===== src/smbus_clk_pkg.sv =====
package smbus_clk_pkg;
  // Register byte offsets on the register bus.
  localparam logic [4:0] OFF_CLOCK = 5'h00;
  localparam logic [4:0] OFF_STATUS = 5'h04;
  localparam logic [4:0] OFF_CONTROL = 5'h08;
  localparam logic [4:0] OFF_IRQ_ST = 5'h0C;
  localparam logic [4:0] OFF_IRQ_MASK = 5'h10;
  // Clock register fields.
  localparam int BIT_SOFT_RST = 7;
  localparam int BIT_HALVE = 2;
  localparam int BIT_GATE_ON = 1;
  localparam logic [7:0] CLOCK_RESET = 8'h00;
  // Status register fields.
  localparam int BIT_PENDING = 7;
  localparam int BIT_TIMEOUT = 6;
  localparam int BIT_IDLE = 1;
  localparam int BIT_GEN_CLK = 0;
  // Control register fields.
  localparam int BIT_TIMEOUT_IRQ_ENABLE = 4;
  localparam int BIT_CLK_DRIVE = 2;
  localparam int BIT_MUX_CLK = 1;
  localparam int BIT_MUX_DATA = 0;
  localparam logic [7:0] CONTROL_RESET = 8'h00;
  // Interrupt status and mask fields.
  localparam int IRQ_TIMEOUT = 0;
  localparam int IRQ_START = 1;
  localparam int IRQ_IDLE = 2;
  localparam int IRQ_W = 3;
  localparam logic [IRQ_W-1:0] IRQ_RESET = 3'h0;
  // Timing figures and derived cycle counts.
  localparam int CLK_HZ = 125000000;
  localparam int CLK_MHZ = 125;
  localparam int SCL_FULL_HZ = 100000;
  localparam int TIMEOUT_US = 25000;
  localparam int THIGH_MAX_US = 50;
  localparam int SCL_HALF_CYC = CLK_HZ / (2 * SCL_FULL_HZ);
  localparam int TIMEOUT_CYC_DEF = TIMEOUT_US * CLK_MHZ;
  localparam int IDLE_CYC_DEF = THIGH_MAX_US * CLK_MHZ;
  // Bus clock generator phases, Gray coded.
  typedef enum logic [1:0] {
    SCL_OFF = 2'b00,
    SCL_HIGH = 2'b01,
    SCL_LOW = 2'b11
  } scl_state_t;
  // An open-drain pin as driven by the block.
  typedef struct packed {
    logic o;
    logic oe_n;
  } od_pin_t;
  // Avalon request bundle.
  typedef struct packed {
    logic [4:0] address;
    logic read;
    logic write;
    logic [3:0] byteenable;
    logic [31:0] writedata;
  } avs_req_t;
endpackage


===== src/smbus_clock_and_timeout.sv =====
// Added by the designer: the register addresses and the Avalon-MM interface to the registers.
`timescale 1ns/1ps
module smbus_clock_and_timeout #(
  parameter int TIMEOUT_CYC = smbus_clk_pkg::TIMEOUT_CYC_DEF,
  parameter int IDLE_CYC = smbus_clk_pkg::IDLE_CYC_DEF
) (
  input wire logic i_clk,
  input wire logic i_sys_rst,
  input wire smbus_clk_pkg::avs_req_t i_avs,
  output logic [31:0] o_avs_readdata,
  output logic o_avs_waitrequest,
  output logic o_irq,
  input wire logic i_bus_data_pin,
  output smbus_clk_pkg::od_pin_t o_bus_data_pin,
  input wire logic i_bus_clock_pin,
  output smbus_clk_pkg::od_pin_t o_bus_clock_pin,
  input wire logic i_smb_data_drive_low,
  output logic o_gpio_shared_data,
  input wire smbus_clk_pkg::od_pin_t i_gpio_shared_data,
  output logic o_gpio_shared_clock,
  input wire smbus_clk_pkg::od_pin_t i_gpio_shared_clock
);
  localparam logic [21:0] TO_LAST = 22'(TIMEOUT_CYC - 1);
  localparam logic [21:0] IDLE_LAST = 22'(IDLE_CYC - 1);
  localparam logic [9:0] HALF_LAST = 10'(smbus_clk_pkg::SCL_HALF_CYC - 1);

  logic [7:0] clock_reg;
  logic [7:0] control_reg;
  logic [smbus_clk_pkg::IRQ_W-1:0] irq_st;
  logic [smbus_clk_pkg::IRQ_W-1:0] irq_mask;
  logic timeout_error_flag;
  logic pending;
  logic idle;
  logic rst;
  logic gate_on;
  logic halve;
  logic timeout_irq_enable;
  logic in_tick;
  logic halve_ph;
  logic [9:0] half_cnt;
  smbus_clk_pkg::scl_state_t scl_state;
  logic gen_clk;
  logic bus_scl;
  logic bus_sda;
  logic sda_q;
  logic scl_q;
  logic start_ev;
  logic [21:0] low_cnt;
  logic [21:0] high_cnt;
  logic to_ev;
  logic idle_ev;
  logic ack;
  logic req;
  logic wr_hit;
  logic rd_done;
  logic release_wr;
  logic [7:0] rd_byte;

  ////////////////////////////////////////////////////////////////////////////////
  // Soft reset holds everything but the clock register, the Avalon handshake flop and the read data flop in reset.
  // soft reset merge
  assign rst = i_sys_rst | clock_reg[smbus_clk_pkg::BIT_SOFT_RST];
  assign gate_on = clock_reg[smbus_clk_pkg::BIT_GATE_ON];
  assign halve = clock_reg[smbus_clk_pkg::BIT_HALVE];
  assign timeout_irq_enable = control_reg[smbus_clk_pkg::BIT_TIMEOUT_IRQ_ENABLE];

  ////////////////////////////////////////////////////////////////////////////////
  // Avalon slave: every access waits one cycle, so read data come from a flop.
  assign req = i_avs.read | i_avs.write;
  assign o_avs_waitrequest = req & ~ack;
  assign wr_hit = i_avs.write & ack & i_avs.byteenable[0];
  assign rd_done = i_avs.read & ack;
  assign release_wr = wr_hit & (i_avs.address == smbus_clk_pkg::OFF_STATUS)
    & i_avs.writedata[smbus_clk_pkg::BIT_PENDING];

  // The handshake flop clears under system reset only, so a soft reset
  // written mid-access still lets the master finish.
  always_ff @(posedge i_clk) begin
    if (i_sys_rst) begin
      ack <= 1'b0;
    end else begin
      ack <= req & ~ack;
    end
  end

  // Read mux; unmapped offsets read as zero.
  always_comb begin
    rd_byte = 8'h00;
    if (i_avs.address == smbus_clk_pkg::OFF_CLOCK) begin
      rd_byte = clock_reg;
    end else if (i_avs.address == smbus_clk_pkg::OFF_STATUS) begin
      rd_byte[smbus_clk_pkg::BIT_PENDING] = pending;
      rd_byte[smbus_clk_pkg::BIT_TIMEOUT] = timeout_error_flag;
      rd_byte[smbus_clk_pkg::BIT_IDLE] = idle;
      rd_byte[smbus_clk_pkg::BIT_GEN_CLK] = gen_clk;
    end else if (i_avs.address == smbus_clk_pkg::OFF_CONTROL) begin
      rd_byte = control_reg;
    end else if (i_avs.address == smbus_clk_pkg::OFF_IRQ_ST) begin
      rd_byte = {5'h00, irq_st};
    end else if (i_avs.address == smbus_clk_pkg::OFF_IRQ_MASK) begin
      rd_byte = {5'h00, irq_mask};
    end
  end

  // Read data are captured on the first edge and stand at the completing edge.
  always_ff @(posedge i_clk) begin
    if (i_sys_rst) begin
      o_avs_readdata <= 32'h00000000;
    end else if (i_avs.read & ~ack) begin
      o_avs_readdata <= {24'h000000, rd_byte};
    end
  end

  // Clock register: only the system reset clears it, so the soft reset bit
  // stays until software writes it back to zero.
  always_ff @(posedge i_clk) begin
    if (i_sys_rst) begin
      clock_reg <= smbus_clk_pkg::CLOCK_RESET;
    end else if (wr_hit && i_avs.address == smbus_clk_pkg::OFF_CLOCK) begin
      clock_reg <= i_avs.writedata[7:0] & 8'h86;
    end
  end

  // Control and mask registers.
  always_ff @(posedge i_clk) begin
    if (rst) begin
      control_reg <= smbus_clk_pkg::CONTROL_RESET;
      irq_mask <= smbus_clk_pkg::IRQ_RESET;
    end else if (wr_hit && i_avs.address == smbus_clk_pkg::OFF_CONTROL) begin
      control_reg <= i_avs.writedata[7:0] & 8'h17;
    end else if (wr_hit && i_avs.address == smbus_clk_pkg::OFF_IRQ_MASK) begin
      irq_mask <= i_avs.writedata[smbus_clk_pkg::IRQ_W-1:0];
    end
  end

  ////////////////////////////////////////////////////////////////////////////////
  // Input clock: a gated enable, thinned to every other cycle when halved.
  // gate input clock
  always_ff @(posedge i_clk) begin
    if (rst || !gate_on) begin
      halve_ph <= 1'b0;
    end else begin
      halve_ph <= halve ? ~halve_ph : 1'b0;
    end
  end
  assign in_tick = gate_on & (~halve | halve_ph);

  // Bus clock generator; each half period is a fixed count of input ticks.
  // select bus rate
  always_ff @(posedge i_clk) begin
    if (rst || !gate_on) begin
      scl_state <= smbus_clk_pkg::SCL_OFF;
      half_cnt <= 10'h000;
    end else if (in_tick) begin
      case (scl_state)
        smbus_clk_pkg::SCL_OFF: begin
          scl_state <= smbus_clk_pkg::SCL_HIGH;
          half_cnt <= 10'h000;
        end
        default: begin
          half_cnt <= (half_cnt == HALF_LAST) ? 10'h000 : half_cnt + 10'h001;
          if (half_cnt == HALF_LAST) begin
            scl_state <= (scl_state == smbus_clk_pkg::SCL_HIGH) ?
              smbus_clk_pkg::SCL_LOW : smbus_clk_pkg::SCL_HIGH;
          end
        end
      endcase
    end
  end
  assign gen_clk = (scl_state != smbus_clk_pkg::SCL_LOW);

  ////////////////////////////////////////////////////////////////////////////////
  // Pin sharing. A pin not given to the bus reads as a released (high) line.
  // pin multiplexing
  always_comb begin
    if (control_reg[smbus_clk_pkg::BIT_MUX_DATA]) begin
      o_bus_data_pin.o = 1'b0;
      o_bus_data_pin.oe_n = ~i_smb_data_drive_low;
    end else begin
      o_bus_data_pin = i_gpio_shared_data;
    end
    if (control_reg[smbus_clk_pkg::BIT_MUX_CLK]) begin
      o_bus_clock_pin.o = 1'b0;
      o_bus_clock_pin.oe_n = ~(control_reg[smbus_clk_pkg::BIT_CLK_DRIVE] & ~gen_clk);
    end else begin
      o_bus_clock_pin = i_gpio_shared_clock;
    end
  end
  assign o_gpio_shared_data = i_bus_data_pin;
  assign o_gpio_shared_clock = i_bus_clock_pin;
  assign bus_sda = ~control_reg[smbus_clk_pkg::BIT_MUX_DATA] | i_bus_data_pin;
  assign bus_scl = ~control_reg[smbus_clk_pkg::BIT_MUX_CLK] | i_bus_clock_pin;

  ////////////////////////////////////////////////////////////////////////////////
  // Line history for start detection; sampled every cycle, far above bus rate.
  always_ff @(posedge i_clk) begin
    if (rst) begin
      sda_q <= 1'b1;
      scl_q <= 1'b1;
    end else begin
      sda_q <= bus_sda;
      scl_q <= bus_scl;
    end
  end
  assign start_ev = gate_on & sda_q & ~bus_sda & scl_q & bus_scl;

  // Low-period counter; it only runs while the input clock is gated on.
  // low period count
  always_ff @(posedge i_clk) begin
    if (rst || bus_scl) begin
      low_cnt <= 22'h000000;
    end else if (gate_on && low_cnt <= TO_LAST) begin
      low_cnt <= low_cnt + 22'h000001;
    end
  end
  assign to_ev = gate_on & ~bus_scl & (low_cnt == TO_LAST);

  // High-period counter for idle; a stopped clock is simply an idle bus,
  // no minimum clock rate is checked.
  // no idle minimum
  always_ff @(posedge i_clk) begin
    if (rst || !(bus_scl && bus_sda)) begin
      high_cnt <= 22'h000000;
    end else if (high_cnt <= IDLE_LAST) begin
      high_cnt <= high_cnt + 22'h000001;
    end
  end
  assign idle_ev = bus_scl & bus_sda & (high_cnt == IDLE_LAST);
  always_ff @(posedge i_clk) begin
    if (rst || !(bus_scl && bus_sda)) begin
      idle <= 1'b0;
    end else if (idle_ev) begin
      idle <= 1'b1;
    end
  end

  ////////////////////////////////////////////////////////////////////////////////
  // Timeout flag and pending. Release of pending clears the flag, but a new
  // timeout in the same cycle wins.
  // pending and release
  always_ff @(posedge i_clk) begin
    if (rst) begin
      timeout_error_flag <= 1'b0;
      pending <= 1'b0;
    end else begin
      timeout_error_flag <= to_ev | (timeout_error_flag & ~release_wr);
      pending <= (to_ev & timeout_irq_enable) | (pending & ~release_wr);
    end
  end

  // Sticky interrupt status, cleared by reading it; a new event wins.
  always_ff @(posedge i_clk) begin
    if (rst) begin
      irq_st <= smbus_clk_pkg::IRQ_RESET;
    end else begin
      irq_st <= {idle_ev, start_ev, to_ev} | ((rd_done &&
        i_avs.address == smbus_clk_pkg::OFF_IRQ_ST) ? 3'h0 : irq_st);
    end
  end
  assign o_irq = (|(irq_st & irq_mask)) | pending;
endmodule


===== config.mk =====
export PLATFORM = sky130hd
export DESIGN_NAME = smbus_clock_and_timeout
export DESIGN_NICKNAME = d
export VERILOG_FILES = /design/src/smbus_clk_pkg.sv /design/src/smbus_clock_and_timeout.sv
export SDC_FILE = /design/constraint.sdc
export NUM_CORES = 1
export LEC_CHECK = 0
export BUFFER_PORTS_ARGS = -buffer_cell sky130_fd_sc_hd__buf_4
export CAP_MARGIN = 15
export CORE_UTILIZATION = 58
export DETAILED_ROUTE_END_ITERATION = 8
export GPL_TIMING_DRIVEN = 0
export HOLD_SLACK_MARGIN = 0.05
export PLACE_DENSITY = 0.9
export SLEW_MARGIN = 15
export SYNTH_ARGS = -nofsm -noshare
export SYNTH_HDL_FRONTEND = slang
export SYNTH_SLANG_ARGS = --single-unit

===== constraint.sdc =====
create_clock -name i_clk -period 6.9 [get_ports i_clk]
set_input_delay 1.725 -clock i_clk [delete_from_list [all_inputs] [get_ports i_clk]]
set_output_delay 1.725 -clock i_clk [all_outputs]
set_load 0.01 [all_outputs]

==> results.ini <==
[timing]
rsz0062_at_grt = no
finClkSkew_ps = 10.1
finalCritPeriodShare = 0.569
final_hold_viol_count = 0
max_slew_margin = 0.348
hold_ws_ps = 456
tightestPinTransition_ps = 965
timing.setup.tns_ps = 0
fin_ws_ps = 2970
finalSetupViolCount = 0
period_needed_ps = 3930
slew_violations = 0
timing.fmax_mhz = 255

[worst_setup_path]
critPathArrivalTime_ps = 2200
crit_slowest_cell = nor2_1
path_class = primary input to primary output
cp-end-kind = primary output
crit_path_start_kind = primary input
cp_max_fo = 4
r2r_cells = 7
crit_path_max_incr_delay_ps = 150
cp.required_ps = 5180
critical_path.cell_chain = buf_4 -> nor2_1 -> nor2_1 -> buf_4

[power_and_ir_drop]
ir_worst_vdd_mv = 0.123
powerDensity_mw_per_mm2 = 187
pwr-share-seq = 0.549
swShare = 0.231
pwr-share-clk = 0.382
power_leakage_nw = 1.76
switchingPower_mw = 0.201
cell_internal_pwr_mw = 0.672
pwr-share-comb = 0.069

[floorplan]
fp.dieW_um = 85.3
die_area_mm2 = 0.00728
pin_count = 92
core_mm2 = 0.00653
rows = 29
die_h_um = 85.3
start_util = 0.616

[logic_synthesis]
avgSynthCellArea_um2 = 8.49
syn_area_mm2 = 0.00403
syn_inst = 474
ys_async_sr_fraction = 0
synth_edf_count = 0
ys.flop_type = dfxtp_1
synth_cell_types = 58
synth_area_leaders = dfxtp_1 41%, buf_4 5.2%, nor2_1 4.8%, nand2_1 4.1%, or4_1 3.7%
seq_area_frac_synth = 0.408
yosysTopAreaCellShare = 0.408
synth-warning-count = 0
yosys_register_bits = 82
yosysTopAreaCell = dfxtp_1

[cts]
cts_tree = yes
clock-sinks = 82
htreeDepth = 3
postCtsSetupBuffers = 0
clock-root-buffer = clkbuf_8
postCtsHoldBufs = 0
clockBufferDepth = 2
cts.clk_slew.worst_paths_ps = 70
cts_resized = 0
cts_buffers = 9
insertion_delay_ps = 340

[layout]
fillCellCount = 519
area_growth_pct = 15.9
utilization = 0.714
design_area_mm2 = 0.00466
nets = 603
n_antenna_cell = 0
drive_gt1_frac = 0.158
top_regs = high_cnt: 22 flops, low_cnt: 22 flops, half_cnt: 10 flops

[routing]
dr.pass1.iters = 6
drtIter0Drc = 326
wl_um = 8780
vias = 3656
antenna_left = 0
wl_per_cell_um = 14.0
drc = 0
vias_per_cell = 5.83

[grt]
grt_usage = 0.247
grt_max_degree = 14
grt_pass1_vias = 3245
gr-total-overflow = 0
antenna_found_initial = 0
grt_first_pass_wirelength_um = 14500

[place]
dp_slack_ps = 2970
io_buffers = 35
place_congestion = 0.884
dpl.hpwl_um = 6350
place_area_mm2 = 0.00448

[worst_hold_path]
hold_path_class = flop to flop
hold_depth = 1

[outcome]
status = completed

[run]
maxCapViolCount = 0

critical path, delay by kind of cell:
kind,cells,cell delay (ps)
buffers and inverters,2,260
AND/OR/NAND/NOR,2,210
cell type report:
class / count / area (um^2) / share of cell area
buffer: 43 / 285 / 0.0612
multi-input combinational: 361 / 2140 / 0.459
timing repair buffer: 35 / 263 / 0.0563
sequential: 82 / 1640 / 0.352
inverter: 13 / 48.8 / 0.0105
tap: 77 / 96.3 / 0.0207
clock buffer: 11 / 131 / 0.0282
clock inverter: 5 / 55.1 / 0.0118
power by group through the flow:
stage / sequential (mW) / clock [mW] / combinational (mW)
3_3_place_gp: 0.490 / 0 / 0.0580
4_1_cts: 0.479 / 0.338 / 0.0595
6_report: 0.479 / 0.334 / 0.0604
2_1_floorplan: 0.490 / 0 / 0.0369
3_5_place_dp: 0.490 / 0 / 0.0591
5_1_grt: 0.480 / 0.358 / 0.0663
metrics by stage:
stage	instances	total power, mW
2_1_floorplan	499	0.527
6_report	627	0.874
5_1_grt	627	0.904
4_1_cts	627	0.877
3_5_place_dp	611	0.549
3_3_place_gp	611	0.548
logic make-up (layout without fill, tap and decap cells):
group,Yosys count,after routing,synth area share
simple gates,219,219,0.288
compound gates,82,82,0.136
flops,82,82,0.408
buf+inv,56,107,0.0830
xor+xnor,15,15,0.0326
mux,13,13,0.0326
fa+ha+maj,6,6,0.0187
other cells,1,26,0.000932
cell usage in the layout, fill, tap and decap left out, types with 4 or more instances in the layout:
cell	Yosys	layout
nor2_1	52	52
and3_1	7	7
a21oi_1	28	28
nor3_1	9	9
nand3_1	15	15
o21a_1	5	5
nand2_1	44	44
xnor2_1	13	13
o211ai_1	10	10
nand4_1	15	15
nor4_1	8	8
ha_1	6	6
buf_4	28	63
or3_1	8	8
o21ai_0	8	8
dfxtp_1	82	82
o31ai_1	6	6
inv_1	13	13
nand2b_1	4	4
clkbuf_8	0	9
or4_1	20	20
and2_1	15	15
nor2b_1	7	7
mux2i_1	12	12
clkbuf_1	13	15
conb_1	1	26
Yosys cell counts, types with 13 or more instances:
| cell | instances |
|---|---|
| dfxtp_1 | 82 |
| nor2_1 | 52 |
| nand2_1 | 44 |
| a21oi_1 | 28 |
| buf_4 | 28 |
| or4_1 | 20 |
| and2_1 | 15 |
| nand3_1 | 15 |
| nand4_1 | 15 |
| clkbuf_1 | 13 |
| inv_1 | 13 |
| xnor2_1 | 13 |
final timing paths:
| path | start | to | slack, ps |
|---|---|---|---|
| max reg2reg | high_cnt[8] | high_cnt[1] | 4530 |
| min reg2reg | high_cnt[21] | high_cnt[21] | 460 |
| max | i_avs[37] | o_avs_waitrequest | 2970 |
| min | high_cnt[21] | high_cnt[21] | 460 |
layer usage:
layer | GRT usage | part of all wire
met3 | 0.0428 | 0.064
met4 | 0.111 | 0.019
met1 | 0.312 | 0.43
met2 | 0.413 | 0.48
met5 | 0 | 0
(Power assumes the default switching activity.)
